[src/abs_reader_pkg.sv]
// constants, register map and state type for the absolute position reader
package abs_reader_pkg;
  localparam int CLK_HZ = 20_000_000;
  // controller scan period; every handshake step waits for one scan tick
  localparam int SCAN_TIME_US = 10;
  localparam int SCAN_CYC = (CLK_HZ / 1_000_000) * SCAN_TIME_US;
  localparam int WORD_W = 16;
  localparam int POS_WORDS = 4;
  localparam int A_PAIRS = 19;
  localparam int A_POS_PAIRS = 16;
  localparam int B_BITS = 64;
  localparam int CHK_W = 6;
  // register byte offsets
  localparam logic [4:0] OFS_CTRL = 5'h00;
  localparam logic [4:0] OFS_STATUS = 5'h04;
  localparam logic [4:0] OFS_MASK = 5'h08;
  localparam logic [4:0] OFS_POS0 = 5'h10;
  // control bits
  localparam int CTRL_RUN = 0;
  localparam int CTRL_TYPE = 1;
  // sticky status bits, also the interrupt mask layout
  localparam int ST_COMPLETE = 0;
  localparam int ST_DONE_B = 1;
  localparam int ST_ERR_B = 2;
  localparam int ST_FAIL_A = 3;
  // read-only status bits
  localparam int ST_VALID = 8;
  localparam int ST_BUSY = 9;
  localparam logic [1:0] CTRL_RST = 2'h0;
  localparam logic [3:0] MASK_RST = 4'h0;
  localparam logic [3:0] STATUS_RST = 4'h0;
  typedef enum logic [2:0] {
    S_IDLE, S_A_REQ, S_A_REL, S_A_HOLD, S_B_REQ, S_B_REL, S_B_HOLD
  } rd_state_e;
endpackage

[src/pos_store.sv]
// small word store for the position result, registered read data
`timescale 1ns/1ps
module pos_store #(
  parameter int W = 16,
  parameter int DEPTH = 4
) (
  input wire logic clk,
  input wire logic rst_n,
  input wire logic we,
  input wire logic [$clog2(DEPTH)-1:0] waddr,
  input wire logic [W-1:0] wdata,
  input wire logic [$clog2(DEPTH)-1:0] raddr,
  output logic [W-1:0] rdata
);
  typedef struct packed {
    logic [DEPTH-1:0][W-1:0] mem;
    logic [W-1:0] rdata;
  } store_s;

  store_s q_reg;
  store_s q_next;

  initial begin
    if (DEPTH < 2 || W < 1) $error("pos_store: bad size");
  end

  always_comb begin
    q_next = q_reg;
    if (we) begin
      q_next.mem[waddr] = wdata;
    end
    q_next.rdata = q_reg.mem[raddr];
  end

  always_ff @(posedge clk) begin
    if (!rst_n) begin
      q_reg <= '0;
    end else begin
      q_reg <= q_next;
    end
  end

  assign rdata = q_reg.rdata;
endmodule // pos_store

[src/absolute_position_reader.sv]
// absolute position reader: servo handshake engine with avalon-mm registers
`timescale 1ns/1ps
module absolute_position_reader (
  input wire logic clk,
  input wire logic rst_n,
  input wire logic [4:0] address,
  input wire logic read,
  input wire logic write,
  input wire logic [31:0] writedata,
  input wire logic [3:0] byteenable,
  output logic [31:0] readdata,
  output logic waitrequest,
  output logic irq,
  input wire logic abs_data0,
  input wire logic abs_data1,
  input wire logic xfer_ready,
  output logic servo_on,
  output logic xfer_mode,
  output logic data_req,
  input wire logic position_ready_line,
  input wire logic position_data_line,
  input wire logic position_wait_line,
  output logic position_enable_line,
  output logic position_request_line
);
  localparam int AW = $clog2(abs_reader_pkg::POS_WORDS);

  typedef struct packed {
    abs_reader_pkg::rd_state_e st;
    logic [5:0] sync1;
    logic [5:0] sync2;
    logic [1:0] ctrl;
    logic [3:0] mask;
    logic [3:0] status;
    logic valid;
    logic run_q;
    logic [7:0] scan_cnt;
    logic [6:0] cnt;
    logic [15:0] shreg;
    logic [5:0] chk;
    logic [5:0] sum;
    logic rd_ack;
    logic rd_pos;
    logic [31:0] rdata;
  } rd_s;

  rd_s q_reg;
  rd_s q_next;
  logic scan_tick;
  logic run;
  logic d0;
  logic d1;
  logic rdy;
  logic b_rdy;
  logic b_dat;
  logic b_wait;
  logic mem_we;
  logic [AW-1:0] mem_waddr;
  logic [15:0] mem_wdata;
  logic [15:0] mem_rdata;
  logic bus_wr;
  logic [3:0] ev;

  initial begin
    if (abs_reader_pkg::SCAN_CYC < 1 || abs_reader_pkg::SCAN_CYC > 256) begin
      $error("scan count out of range");
    end
    // counters, shift register and word addressing are sized for these layouts only
    if (abs_reader_pkg::A_POS_PAIRS != abs_reader_pkg::WORD_W) begin
      $error("type one position pairs must fill two words");
    end
    if (abs_reader_pkg::A_PAIRS - abs_reader_pkg::A_POS_PAIRS !=
        abs_reader_pkg::CHK_W / 2) begin
      $error("type one check pairs must carry the check width");
    end
    if (abs_reader_pkg::B_BITS != abs_reader_pkg::POS_WORDS * abs_reader_pkg::WORD_W) begin
      $error("type two bits must fill the result area");
    end
    if (abs_reader_pkg::B_BITS > 127 || abs_reader_pkg::POS_WORDS != 4) begin
      $error("bit counter or store address too narrow");
    end
    if (abs_reader_pkg::WORD_W != 16) begin
      $error("shift register holds one 16-bit word");
    end
  end

  function automatic logic is_pos(input logic [4:0] a);
    is_pos = (a[4:2] >= abs_reader_pkg::OFS_POS0[4:2]);
  endfunction

  // synchronised pin levels, only the second stage is read
  assign d0 = q_reg.sync2[0];
  assign d1 = q_reg.sync2[1];
  assign rdy = q_reg.sync2[2];
  assign b_rdy = q_reg.sync2[3];
  assign b_dat = q_reg.sync2[4];
  assign b_wait = q_reg.sync2[5];
  assign run = q_reg.ctrl[abs_reader_pkg::CTRL_RUN];
  assign scan_tick = (q_reg.scan_cnt == 8'h00);
  assign bus_wr = write & ~read;

  always_comb begin
    q_next = q_reg;
    ev = 4'h0;
    mem_we = 1'b0;
    mem_waddr = '0;
    mem_wdata = q_reg.shreg;
    q_next.sync1 = {position_wait_line, position_data_line, position_ready_line,
                    xfer_ready, abs_data1, abs_data0};
    q_next.sync2 = q_reg.sync1;
    // steps advance on scan ticks so read time tracks the scan period
    if (scan_tick) begin
      q_next.scan_cnt = 8'(abs_reader_pkg::SCAN_CYC - 1);
    end else begin
      q_next.scan_cnt = q_reg.scan_cnt - 8'h01;
    end
    q_next.run_q = run;

    case (q_reg.st)
      abs_reader_pkg::S_IDLE: begin
        q_next.cnt = 7'h00;
        q_next.sum = 6'h00;
        if (run && !q_reg.run_q) begin
          q_next.valid = 1'b0;
          if (q_reg.ctrl[abs_reader_pkg::CTRL_TYPE]) begin
            q_next.st = abs_reader_pkg::S_B_REQ;
          end else begin
            q_next.st = abs_reader_pkg::S_A_REQ;
          end
        end
      end
      abs_reader_pkg::S_A_REQ: begin
        if (!run) begin
          ev[abs_reader_pkg::ST_FAIL_A] = 1'b1;
          q_next.st = abs_reader_pkg::S_IDLE;
        end else if (scan_tick && rdy) begin
          // sample a bit pair while request is high and ready seen
          q_next.st = abs_reader_pkg::S_A_REL;
          if (q_reg.cnt < 7'(abs_reader_pkg::A_POS_PAIRS)) begin
            q_next.shreg = {d1, d0, q_reg.shreg[15:2]};
            q_next.sum = q_reg.sum + {4'h0, d1, d0};
            if (q_reg.cnt[2:0] == 3'h7) begin
              mem_we = 1'b1; // low word first, then high word
              mem_waddr = AW'(q_reg.cnt[3]);
              mem_wdata = q_next.shreg;
            end
          end else begin
            q_next.chk = {d1, d0, q_reg.chk[5:2]};
          end
        end
      end
      abs_reader_pkg::S_A_REL: begin
        if (!run) begin
          ev[abs_reader_pkg::ST_FAIL_A] = 1'b1;
          q_next.st = abs_reader_pkg::S_IDLE;
        end else if (scan_tick && !rdy) begin
          q_next.cnt = q_reg.cnt + 7'h01;
          if (q_reg.cnt == 7'(abs_reader_pkg::A_PAIRS - 1)) begin
            if (q_reg.chk == q_reg.sum) begin
              q_next.valid = 1'b1;
              ev[abs_reader_pkg::ST_COMPLETE] = 1'b1;
              q_next.st = abs_reader_pkg::S_A_HOLD;
            end else begin
              ev[abs_reader_pkg::ST_FAIL_A] = 1'b1;
              q_next.st = abs_reader_pkg::S_IDLE;
            end
          end else begin
            q_next.st = abs_reader_pkg::S_A_REQ;
          end
        end
      end
      abs_reader_pkg::S_A_HOLD: begin
        if (!run) begin
          q_next.st = abs_reader_pkg::S_IDLE;
        end
      end
      abs_reader_pkg::S_B_REQ: begin
        if (!run || b_wait) begin
          ev[abs_reader_pkg::ST_ERR_B] = 1'b1;
          q_next.st = abs_reader_pkg::S_IDLE;
        end else if (scan_tick && b_rdy) begin
          q_next.st = abs_reader_pkg::S_B_REL;
          q_next.shreg = {b_dat, q_reg.shreg[15:1]};
          if (q_reg.cnt[3:0] == 4'hf) begin
            mem_we = 1'b1; // four words for type two
            mem_waddr = AW'(q_reg.cnt[5:4]);
            mem_wdata = q_next.shreg;
          end
        end
      end
      abs_reader_pkg::S_B_REL: begin
        if (!run || b_wait) begin
          ev[abs_reader_pkg::ST_ERR_B] = 1'b1;
          q_next.st = abs_reader_pkg::S_IDLE;
        end else if (scan_tick && !b_rdy) begin
          q_next.cnt = q_reg.cnt + 7'h01;
          if (q_reg.cnt == 7'(abs_reader_pkg::B_BITS - 1)) begin
            q_next.valid = 1'b1;
            ev[abs_reader_pkg::ST_DONE_B] = 1'b1;
            q_next.st = abs_reader_pkg::S_B_HOLD;
          end else begin
            q_next.st = abs_reader_pkg::S_B_REQ;
          end
        end
      end
      abs_reader_pkg::S_B_HOLD: begin
        if (!run) begin
          q_next.st = abs_reader_pkg::S_IDLE;
        end
      end
      default: begin
        q_next.st = abs_reader_pkg::S_IDLE;
      end
    endcase
    if (ev[abs_reader_pkg::ST_FAIL_A] || ev[abs_reader_pkg::ST_ERR_B]) begin
      q_next.valid = 1'b0;
    end

    // register slave: writes land at once, reads answer one cycle later
    q_next.rd_ack = read & ~q_reg.rd_ack;
    if (read && !q_reg.rd_ack) begin
      q_next.rd_pos = is_pos(address);
      case (address[4:2])
        abs_reader_pkg::OFS_CTRL[4:2]: q_next.rdata = {30'h0, q_reg.ctrl};
        abs_reader_pkg::OFS_STATUS[4:2]: begin
          q_next.rdata = {22'h0, (q_reg.st != abs_reader_pkg::S_IDLE), q_reg.valid,
                          4'h0, q_reg.status};
        end
        abs_reader_pkg::OFS_MASK[4:2]: q_next.rdata = {28'h0, q_reg.mask};
        default: q_next.rdata = 32'h0;
      endcase
    end
    // sticky flags: a new event wins over a write-one clear
    q_next.status = q_reg.status;
    if (bus_wr && byteenable[0] && address[4:2] == abs_reader_pkg::OFS_STATUS[4:2]) begin
      q_next.status = q_reg.status & ~writedata[3:0];
    end
    q_next.status = q_next.status | ev;
    if (bus_wr && byteenable[0]) begin
      if (address[4:2] == abs_reader_pkg::OFS_CTRL[4:2]) begin
        q_next.ctrl = writedata[1:0];
      end
      if (address[4:2] == abs_reader_pkg::OFS_MASK[4:2]) begin
        q_next.mask = writedata[3:0];
      end
    end
  end

  always_ff @(posedge clk) begin
    if (!rst_n) begin
      q_reg <= '0;
      q_reg.st <= abs_reader_pkg::S_IDLE;
      q_reg.ctrl <= abs_reader_pkg::CTRL_RST;
      q_reg.mask <= abs_reader_pkg::MASK_RST;
      q_reg.status <= abs_reader_pkg::STATUS_RST;
    end else begin
      q_reg <= q_next;
    end
  end

  pos_store #(
    .W(abs_reader_pkg::WORD_W),
    .DEPTH(abs_reader_pkg::POS_WORDS)
  ) u_store (
    .clk(clk),
    .rst_n(rst_n),
    .we(mem_we),
    .waddr(mem_waddr),
    .wdata(mem_wdata),
    .raddr(address[AW+1:2]),
    .rdata(mem_rdata)
  );

  assign waitrequest = read & ~q_reg.rd_ack;
  // position words stay readable even when invalid; check the valid bit first
  assign readdata = q_reg.rd_pos ? {16'h0, mem_rdata} : q_reg.rdata;
  assign irq = |(q_reg.status & q_reg.mask);
  // output decode from the state register
  assign servo_on = (q_reg.st == abs_reader_pkg::S_A_REQ) ||
                    (q_reg.st == abs_reader_pkg::S_A_REL) ||
                    (q_reg.st == abs_reader_pkg::S_A_HOLD);
  assign xfer_mode = (q_reg.st == abs_reader_pkg::S_A_REQ) ||
                     (q_reg.st == abs_reader_pkg::S_A_REL);
  assign data_req = (q_reg.st == abs_reader_pkg::S_A_REQ);
  assign position_enable_line = (q_reg.st == abs_reader_pkg::S_B_REQ) ||
                                (q_reg.st == abs_reader_pkg::S_B_REL) ||
                                (q_reg.st == abs_reader_pkg::S_B_HOLD);
  assign position_request_line = (q_reg.st == abs_reader_pkg::S_B_REQ);
endmodule // absolute_position_reader

[config.mk]
export PLATFORM = sky130hd
export DESIGN_NAME = absolute_position_reader
export DESIGN_NICKNAME = d
export VERILOG_FILES = /design/src/abs_reader_pkg.sv /design/src/pos_store.sv /design/src/absolute_position_reader.sv
export SDC_FILE = /design/constraint.sdc
export NUM_CORES = 1
export LEC_CHECK = 0
export ABC_AREA = 1
export BUFFER_PORTS_ARGS = -buffer_cell sky130_fd_sc_hd__buf_2
export CAP_MARGIN = 20
export CELL_PAD_IN_SITES_DETAIL_PLACEMENT = 0
export CELL_PAD_IN_SITES_GLOBAL_PLACEMENT = 2
export CORE_AREA = 2 2 157 159
export DETAILED_ROUTE_END_ITERATION = 10
export DIE_AREA = 0 0 159 161
export PLACE_DENSITY = 0.93
export SETUP_SLACK_MARGIN = 0.02
export SLEW_MARGIN = 5
export SYNTH_ARGS = -nofsm -noshare
export SYNTH_HDL_FRONTEND = slang
export SYNTH_SLANG_ARGS = --single-unit
[constraint.sdc]
create_clock -name clk -period 4.3 [get_ports clk]
set_input_delay 0.43 -clock clk [delete_from_list [all_inputs] [get_ports clk]]
set_output_delay 0.43 -clock clk [all_outputs]
set_load 0.01 [all_outputs]
==> Yosys cells after proc, flatten, opt, wreduce, memory -nomap -nowiden <==
Index checks and enable logic that the tools add are counted.
{ "op_classes": {"muxes": 88, "n_eq_ne": 31, "magnitude_cmp": 5, "add_sub_neg": 3, "bitwise_logic": 10, "reduce_logical": 40} }
{ "ops": {"columns": ["operator", "n"], "rows": [
  ["$mux 16", 12],
  ["$bwmux 64", 1],
  ["$pmux 16 s2", 2],
  ["$mux 28", 2],
  ["$mux 1", 35],
  ["$mux 3", 11],
  ["$bmux 16 s2", 1],
  ["$demux 16 s2", 1],
  ["$mux 32", 1],
  ["$pmux 10 s3", 1],
  ["$mux 7", 4],
  ["$pmux 7 s3", 1],
  ["$ne 2x2->1 const B", 10],
  ["$pmux 3 s6", 1],
  ["$eq 3x3->1 const B", 4],
  ["$mux 2", 6],
  ["$mux 6", 2],
  ["$pmux 6 s2", 1],
  ["$reduce_and 6->1", 2],
  ["$eq 3x2->1 const B", 3],
  ["$logic_and 1x1->1", 9],
  ["$reduce_and 9->1", 1],
  ["$and 4x4->4", 2],
  ["$logic_not 8->1", 1],
  ["35 further kinds", 63]
]} }
{ "totals": {"elab_cells": 199, "reg_bits": 184, "output_inout_bits": 39, "inputBits": 51} }

==> Logic depth before layout (Yosys ltp) <==
Gate-level depths: netlist (run 1).
{ "depth": {"word_depth": 11, "ltp_mapped": 13, "mapped_depth_nobuf": 13} }

==> Hierarchy <==
Synthesis (run 1) repeated with hierarchy kept, for this count alone.
{ "hier_totals": {"cells_unflattened": 1267, "hier_area_um2": 8219.1} }
{ "modules_own_cells": {"columns": ["mod", "area_each_um2", "instances", "cells_each", "seq_area_each_um2"], "rows": [
  ["absolute_position_reader", 4714.5, 1, 747, 1561.5],
  ["pos_store", 3504.6, 1, 520, 1601.5]
]} }

==> Worst setup path before layout (run 1) <==
Ideal clock, no wire load.
{ "synth_timing": {"path_kind": "reg-to-reg", "start": "register q_reg[69] in the netlist's numbering", "end": "register u_store.q_reg[18] in the netlist's numbering", "path_buffers": 1, "required_ns": 4.187, "arrival_time_ns": 1.723, "path_stages_with_launch": 13, "slack_ns": 2.464, "setup_time_ns": 0.113, "synth_period_minus_slack_ns": 1.836, "cell_sequence": "dfxtp_1 -> inv_1 -> ha_1 -> nand2_1 -> nor2_8 -> nand3_4 -> nor2_4 -> nor2_1 -> buf_2 -> nand2_1 -> nand4_1 -> nor2_1 -> nor2_1"} }
{ "synth_between": {"elab_chain_cells": 10, "word_cells_on_any_way": 24, "classes_between": "order compare: 2; mux: 18; reduce/logical: 4"} }
{ "synth_rtl": {"columns": ["item", "line", "source"], "rows": [
  ["from (decl)", "absolute_position_reader.sv:47", "rd_s q_reg;"],
  ["from (signal assigned)", "absolute_position_reader.sv:257", "q_reg <= q_next;"],
  ["$logic_not 8->1 *", "absolute_position_reader.sv:99", "assign scan_tick = (q_reg.scan_cnt == 8'h00);"],
  ["$logic_and 1x1->1, on equally long branches", "absolute_position_reader.sv:181, absolute_position_reader.sv:136", null],
  ["$mux 2 / $mux 1 (equally long branches)", "absolute_position_reader.sv:181, absolute_position_reader.sv:136", null],
  ["$mux 2 / $mux 1 (equally long branches)", "absolute_position_reader.sv:178, absolute_position_reader.sv:133", null],
  ["$pmux 2 s2", "absolute_position_reader.sv:119", "case (q_reg.st)"],
  ["$lt 2x3->1 (not written as such) / $ge 2x1->1 (equally long branches)", "pos_store.sv:30", "q_next.mem[waddr] = wdata;"],
  ["$logic_and 1x1->1 (not written as such)", "pos_store.sv:30", null],
  ["$mux 16 (not written as such)", "pos_store.sv:30", null],
  ["$demux 16 s2", null, null],
  ["$bwmux 64", "pos_store.sv:30", null],
  ["to (signal assigned)", "pos_store.sv:39", "q_reg <= q_next;"],
  ["to (decl)", "pos_store.sv:20", "store_s q_reg;"]
]} }
Every way passes the cells marked *; elsewhere a longest branch is shown, timed or not.
A chain may end at the register's enable or synchronous reset.

==> Worst setup path in the final report (run 1) <==
{ "layout_timing": {"start": "register q_reg[69] in the netlist's numbering", "end": "register u_store.q_reg[62] in the netlist's numbering"} }
The elaborated chain is that of the path after synthesis.

==> flow_summary.json, run 1 <==
{
  "clk_pin_slew_ns": 0.07,
  "fin_nets": 1347,
  "startpoint_type": "flip-flop",
  "coreArea_um2": 23960,
  "path_common_cell": "nor2_1",
  "netlist_area_um2": 8194,
  "ys_ff_latch": 158,
  "synth_flop_cell": "dfxtp_1",
  "cts_buffer_depth": 2,
  "fmax_mhz": 321.1,
  "syn_inst": 1272,
  "r2r-end": "u_store.q_reg[62]",
  "seqPwrFrac": 0.437,
  "vias": 7570,
  "finish.utilization": 0.3822,
  "cpMaxStageDelayCell": "nor2_4",
  "yosysMostFrequentCell": "nand2_1",
  "post_drt_wl_per_cell_um": 13.61,
  "die-area_um2": 25600,
  "r2r_slack_ns": 1.19,
  "hold_class": "input port to flip-flop",
  "multi_input_area_um2": 4065,
  "ys_types": 41,
  "grt_pass1_wl_um": 36830,
  "die_width_um": 159,
  "switchingPower_mw": 1.168,
  "antenna_found_initial": 0,
  "grt_max_degree": 66,
  "ioPinCount": 90,
  "dr.first_iter.drc_count": 515,
  "power_density_nw_per_um2": 397.7,
  "final_cells": 1624,
  "numCtsBuffers": 17,
  "synth_warnings": 0,
  "worstPathRequired_ns": 4.63,
  "hpwl_um": 14140,
  "synthTopCellsByArea": "dfxtp_1, nand2_1, nor2_1, inv_1, nand3_1",
  "worstRegToRegCells": 11,
  "postCtsSetupRepairBufs": 0,
  "cp-end-kind": "flip-flop",
  "critPathLaunch": "q_reg[69]",
  "dp_cells": 1592,
  "worst_pin_slew_ns": 1.041,
  "final.period_utilization": 0.7242,
  "die_y_um": 161,
  "period_minus_slack_ns": 3.114,
  "p_leak_nw": 4.356,
  "drc": 0,
  "setup_viol": 0,
  "gr-total-overflow": 0,
  "p_comb_frac": 0.152,
  "rsz0062_at_grt": "false",
  "drive_gt1_frac": 0.08308,
  "htree_levels": 4,
  "cpPeakStageDelay_ns": 0.46,
  "total_power_mw": 3.642,
  "start_util": 0.3419,
  "synthArstFlopShare": 0,
  "portBuffers": 40,
  "grt_pass1_vias": 7067,
  "crit_fanout": 26,
  "fin_worst_skew_ns": 0.01549,
  "seq_area_um2": 3163,
  "fillers": 2695,
  "switching_share": 0.3207,
  "largest_register_ffs": 66,
  "worstSetupPathType": "flip-flop to flip-flop",
  "path_cells": "inv_1, ha_1, nand2_1, nor2_8, nand3_4, nor2_4, nor2_1, nand2_1, nand4_1, nor2_1, nor2_1",
  "cts_tree": "done",
  "finalHoldViolations": 0,
  "cts_resized": 0,
  "rows": 57,
  "seq_area_frac_synth": 0.3860,
  "tns_ns": 0,
  "slew_violations": 0,
  "peakVddDrop_uv": 243.0,
  "clk_latency_ns": 0.44,
  "synth_edf_count": 0,
  "dr.pass1.iters": 5,
  "postRouteAntennaNets": 0,
  "setup.worst_path.end": "u_store.q_reg[62]",
  "worstPathArrival_ns": 3.44,
  "cap_viol_max_count": 0,
  "dp_slack_ns": 1.155,
  "routed_via_density": 4.661,
  "ctsHoldBuffers": 0,
  "drt_wl_total_um": 22100,
  "syn2layout_area_growth_pct": 11.76,
  "grt.total_usage": 0.1776,
  "synth_top_area_cell": "dfxtp_1",
  "slew_headroom": 0.3037,
  "rr_startpoint": "q_reg[69]",
  "status": "finished clean",
  "root_buffer": "clkbuf_16",
  "synth_top_area_share": 0.3860,
  "gp_congestion": 0.7903,
  "internal_power_mw": 2.474,
  "clkPwrFrac": 0.411,
  "cts_sinks": 158,
  "fin_ws_ns": 1.186,
  "yosys-top-cells-count": "nand2_1, nor2_1, inv_1",
  "diodes": 0,
  "avgSynthCellArea_um2": 6.442
}
[worst min path at each step]
| stage | startpoint | cells past startpoint | slack, ns | end |
|---|---|---|---|---|
| after floorplan | q_next[93] | 2 | 0.39 | b_dat |
| after global placement | q_next[89] | 2 | 0.39 | d0 |
| after detailed placement | q_next[89] | 2 | 0.40 | d0 |
| after CTS | abs_data0 | 3 | 0.16 | q_next[89] |
| after global routing | abs_data0 | 3 | 0.18 | q_next[89] |
| final | abs_data0 | 3 | 0.17 | q_next[89] |
[cell families (layout without fill, tap and decap cells)]
family,after synthesis,after routing,share of synthesized area
other,1,16,0.0004576
DFF,158,158,0.3860
AOI/OAI and AO/OA,157,157,0.1142
xor gates and xnor gates,6,6,0.006413
and+or+nand+nor,695,695,0.3535
buffers and inverters,246,259,0.1248
adders and majority gates,9,9,0.01466
[area by class of cell]
cell class	instances	share of cell area
Clock inverter	14	0.01503
Sequential cell	158	0.3454
Inverter	175	0.07173
Clock buffer	18	0.04796
Timing Repair Buffer	52	0.03170
Tap cell	324	0.04427
Multi-Input combinational cell	883	0.4439
[power by group through the flow]
stage	Clock [mW]	Combinational (mW)	Sequential [mW]
final	1.50	0.553	1.59
after global routing	1.59	0.633	1.60
after CTS	1.53	0.562	1.59
after detailed placement	0	0.562	1.63
after global placement	0	0.557	1.63
after floorplan	0	0.433	1.61
[cell usage in the layout, fill, tap and decap left out, drive strengths merged]
master      n
a211oi      2
a21o        2
a21oi      56
a221o       1
a22oi      16
a31oi      18
buf        52
clkbuf     18
clkinv      3
clkinvlp    2
conb       16
dfxtp     158
fa          1
ha          8
inv       184
nand2     378
nand3      71
nand3b      2
nand4      37
nor2      196
nor3        7
nor3b       1
o211ai      2
o21a       13
o21ai      33
o22ai       3
o31ai      11
or2         3
xnor2       2
xor2        4
[critical path: cells and delay by family, from the launching register on]
| kind | cells | cell delay [ns] |
|---|---|---|
| flops | 1 | 0.31 |
| buf+inv | 1 | 0.11 |
| simple gates | 9 | 2.38 |
| fa+ha+maj | 1 | 0.18 |
[metrics by stage]
stage	hold WS, ns	cell area, um^2
final	0.1735	9158
after global routing	0.1790	9158
after CTS	0.1604	9158
after detailed placement	0.3975	8581
after global placement	0.3928	8581
after floorplan	0.3905	8250
[layer usage]
metal,part of all wire,track usage
met1,0.48,0.2392
met3,0.043,0.02928
met2,0.46,0.2887
met5,0,0
met4,0.017,0.06322
Power figures use the tool's default switching activity.
==> run 2: changes to the inputs <==
--- a/config.mk
+++ b/config.mk
@@ -10,10 +10,10 @@
 export CAP_MARGIN = 20
 export CELL_PAD_IN_SITES_DETAIL_PLACEMENT = 0
 export CELL_PAD_IN_SITES_GLOBAL_PLACEMENT = 2
-export CORE_AREA = 2 2 157 159
+export CORE_AREA = 2 2 164 166
 export DETAILED_ROUTE_END_ITERATION = 10
-export DIE_AREA = 0 0 159 161
-export PLACE_DENSITY = 0.93
+export DIE_AREA = 0 0 166 168
+export PLACE_DENSITY = 0.86
 export SETUP_SLACK_MARGIN = 0.02
 export SLEW_MARGIN = 5
 export SYNTH_ARGS = -nofsm -noshare
==> constraint.sdc (replaced) <==
create_clock -name clk -period 3.2 [get_ports clk]
set_input_delay 0.32 -clock clk [delete_from_list [all_inputs] [get_ports clk]]
set_output_delay 0.32 -clock clk [all_outputs]
set_load 0.01 [all_outputs]
==> run 2 against run 1 <==
Clock skew fell by 0.0042 ns. Count of clock-buffer cells in the layout decreased by 1. First-iteration DRC count fell by 11%. Flip-flop and latch count is the same. Critical path type unchanged. Largest power group unchanged. Clock power is 34% higher. Design area increased by 0.86%. Register-to-register slack worse by 0.54 ns. Worst hold slack worse by 0.11 ns.
==> flow_summary.json, run 2 (synthesis gave the netlist of run 1 again) <==
{
  "worstRegToRegCells": 12,
  "postCtsSetupRepairBufs": 0,
  "peakVddDrop_uv": 275.2,
  "clk_pin_slew_ns": 0.08,
  "tns_ns": 0,
  "cts_buffer_depth": 2,
  "slew_violations": 0,
  "worstPathArrival_ns": 2.89,
  "coreArea_um2": 26350,
  "syn2layout_area_growth_pct": 12.72,
  "cts_resized": 0,
  "dr.first_iter.drc_count": 459,
  "die_width_um": 166,
  "fin_nets": 1355,
  "worstHoldStart": "position_ready_line",
  "fin_worst_skew_ns": 0.01133,
  "grt_max_degree": 47,
  "cap_viol_max_count": 0,
  "start_util": 0.3110,
  "rows": 60,
  "grt_pass1_wl_um": 36930,
  "total_power_mw": 4.910,
  "final.period_utilization": 0.7992,
  "r2r_slack_ns": 0.64,
  "rsz0062_at_grt": "false",
  "grt.total_usage": 0.1634,
  "htree_levels": 4,
  "slew_headroom": 0.3845,
  "gr-total-overflow": 0,
  "worstSetupPathType": "flip-flop to flip-flop",
  "crit_fanout": 26,
  "dp_cells": 1617,
  "numCtsBuffers": 17,
  "root_buffer": "clkbuf_16",
  "hpwl_um": 15050,
  "startpoint_type": "flip-flop",
  "rr_startpoint": "q_reg[69]",
  "fmax_mhz": 391.0,
  "finalHoldViolations": 0,
  "die_y_um": 168,
  "cts_tree": "done",
  "die-area_um2": 27890,
  "diodes": 0,
  "portBuffers": 40,
  "fillers": 2877,
  "drive_gt1_frac": 0.08869,
  "ctsHoldBuffers": 0,
  "final_cell_mix": "nand2_1, nor2_1, inv_1, dfxtp_1, nand3_1",
  "cp-end-kind": "flip-flop",
  "hold_class": "input port to flip-flop",
  "worstPathRequired_ns": 3.53,
  "gp_congestion": 0.7949,
  "worst_pin_slew_ns": 0.9219,
  "layout_commonest_cell": "nand2_1",
  "largest_register_ffs": 66,
  "status": "finished clean",
  "drc": 0,
  "min_to": "q_next[92]",
  "power_density_nw_per_um2": 531.6,
  "whs_ns": 0.06193,
  "r2r-end": "u_store.q_reg[30]",
  "routed_via_density": 4.574,
  "setup_viol": 0,
  "antenna_found_initial": 0,
  "vias": 7542,
  "clk_latency_ns": 0.44,
  "ioPinCount": 90,
  "period_minus_slack_ns": 2.558,
  "post_drt_wl_per_cell_um": 13.70,
  "p_leak_nw": 4.392,
  "cts_sinks": 158,
  "min_path_cells": 3,
  "drt_wl_total_um": 22590,
  "final_cells": 1649,
  "grt_pass1_vias": 6995,
  "dr.pass1.iters": 5,
  "postRouteAntennaNets": 0
}
==> run 2: cell count changes in the layout (fill, tap and decap cells not counted) <==
| cell | change |
|---|---|
| buf_4 | +8 |
| clkinv_4 | +3 |
| inv_6 | -3 |
| clkbuf_8 | -1 |
| inv_8 | +1 |
==> run 2: worst max-delay path by stage <==
stage	startpoint	to	cells past startpoint	slack [ns]
final	q_reg[69]	u_store.q_reg[30]	12	0.64
after global routing	q_reg[69]	u_store.q_reg[29]	11	0.34
after CTS	q_reg[69]	u_store.q_reg[46]	12	0.65
after detailed placement	q_reg[69]	u_store.q_reg[30]	12	0.66
after global placement	q_reg[69]	u_store.q_reg[46]	11	0.59
after floorplan	q_reg[69]	u_store.q_reg[18]	12	1.36
==> run 2: area by class of cell <==
cell class / count / area, um^2 / share of cell area
Timing Repair Buffer: 60 / 350.3 / 0.03793
Clock inverter: 15 / 148.9 / 0.01612
Tap cell: 341 / 426.7 / 0.04619
Inverter: 175 / 656.9 / 0.07112
Multi-Input combinational cell: 883 / 4065 / 0.4401
Sequential cell: 158 / 3163 / 0.3425
Clock buffer: 17 / 425.4 / 0.04606
==> run 2: power by group <==
| part | switching, mW | internal (mW) |
|---|---|---|
| registers | 0.0887 | 2.05 |
| clock network | 0.970 | 1.04 |
| logic | 0.541 | 0.221 |
| total | 1.60 | 3.31 |
==> run 2: layer usage <==
metal	routed length [um]	global-route usage
met5	0	0
met1	11170	0.2190
met4	284	0.04764
met2	10390	0.2683
met3	746	0.03079
==> run 2: critical path, stage by stage, from the launching register on <==
cell and delay (ns):
dfxtp_1 0.31, inv_1 0.11, ha_1 0.20, nand2_1 0.13
nor2_8 0.40, nand3_4 0.14, nor2_4 0.11, nor2_1 0.17
buf_4 0.24, nand2_1 0.06, nand4_1 0.31, nor2_1 0.20
nor2_1 0.06
==> run 2: per-stage QoR <==
step / utilization / setup WS (ns) / instance area (um^2)
2_1_floorplan: - / 1.364 / 8250
3_3_place_gp: 0.3284 / 0.5880 / 8655
3_5_place_dp: 0.3287 / 0.6641 / 8662
4_1_cts: 0.3505 / 0.6543 / 9236
5_1_grt: 0.3505 / 0.3377 / 9236
6_report: 0.3505 / 0.6425 / 9236
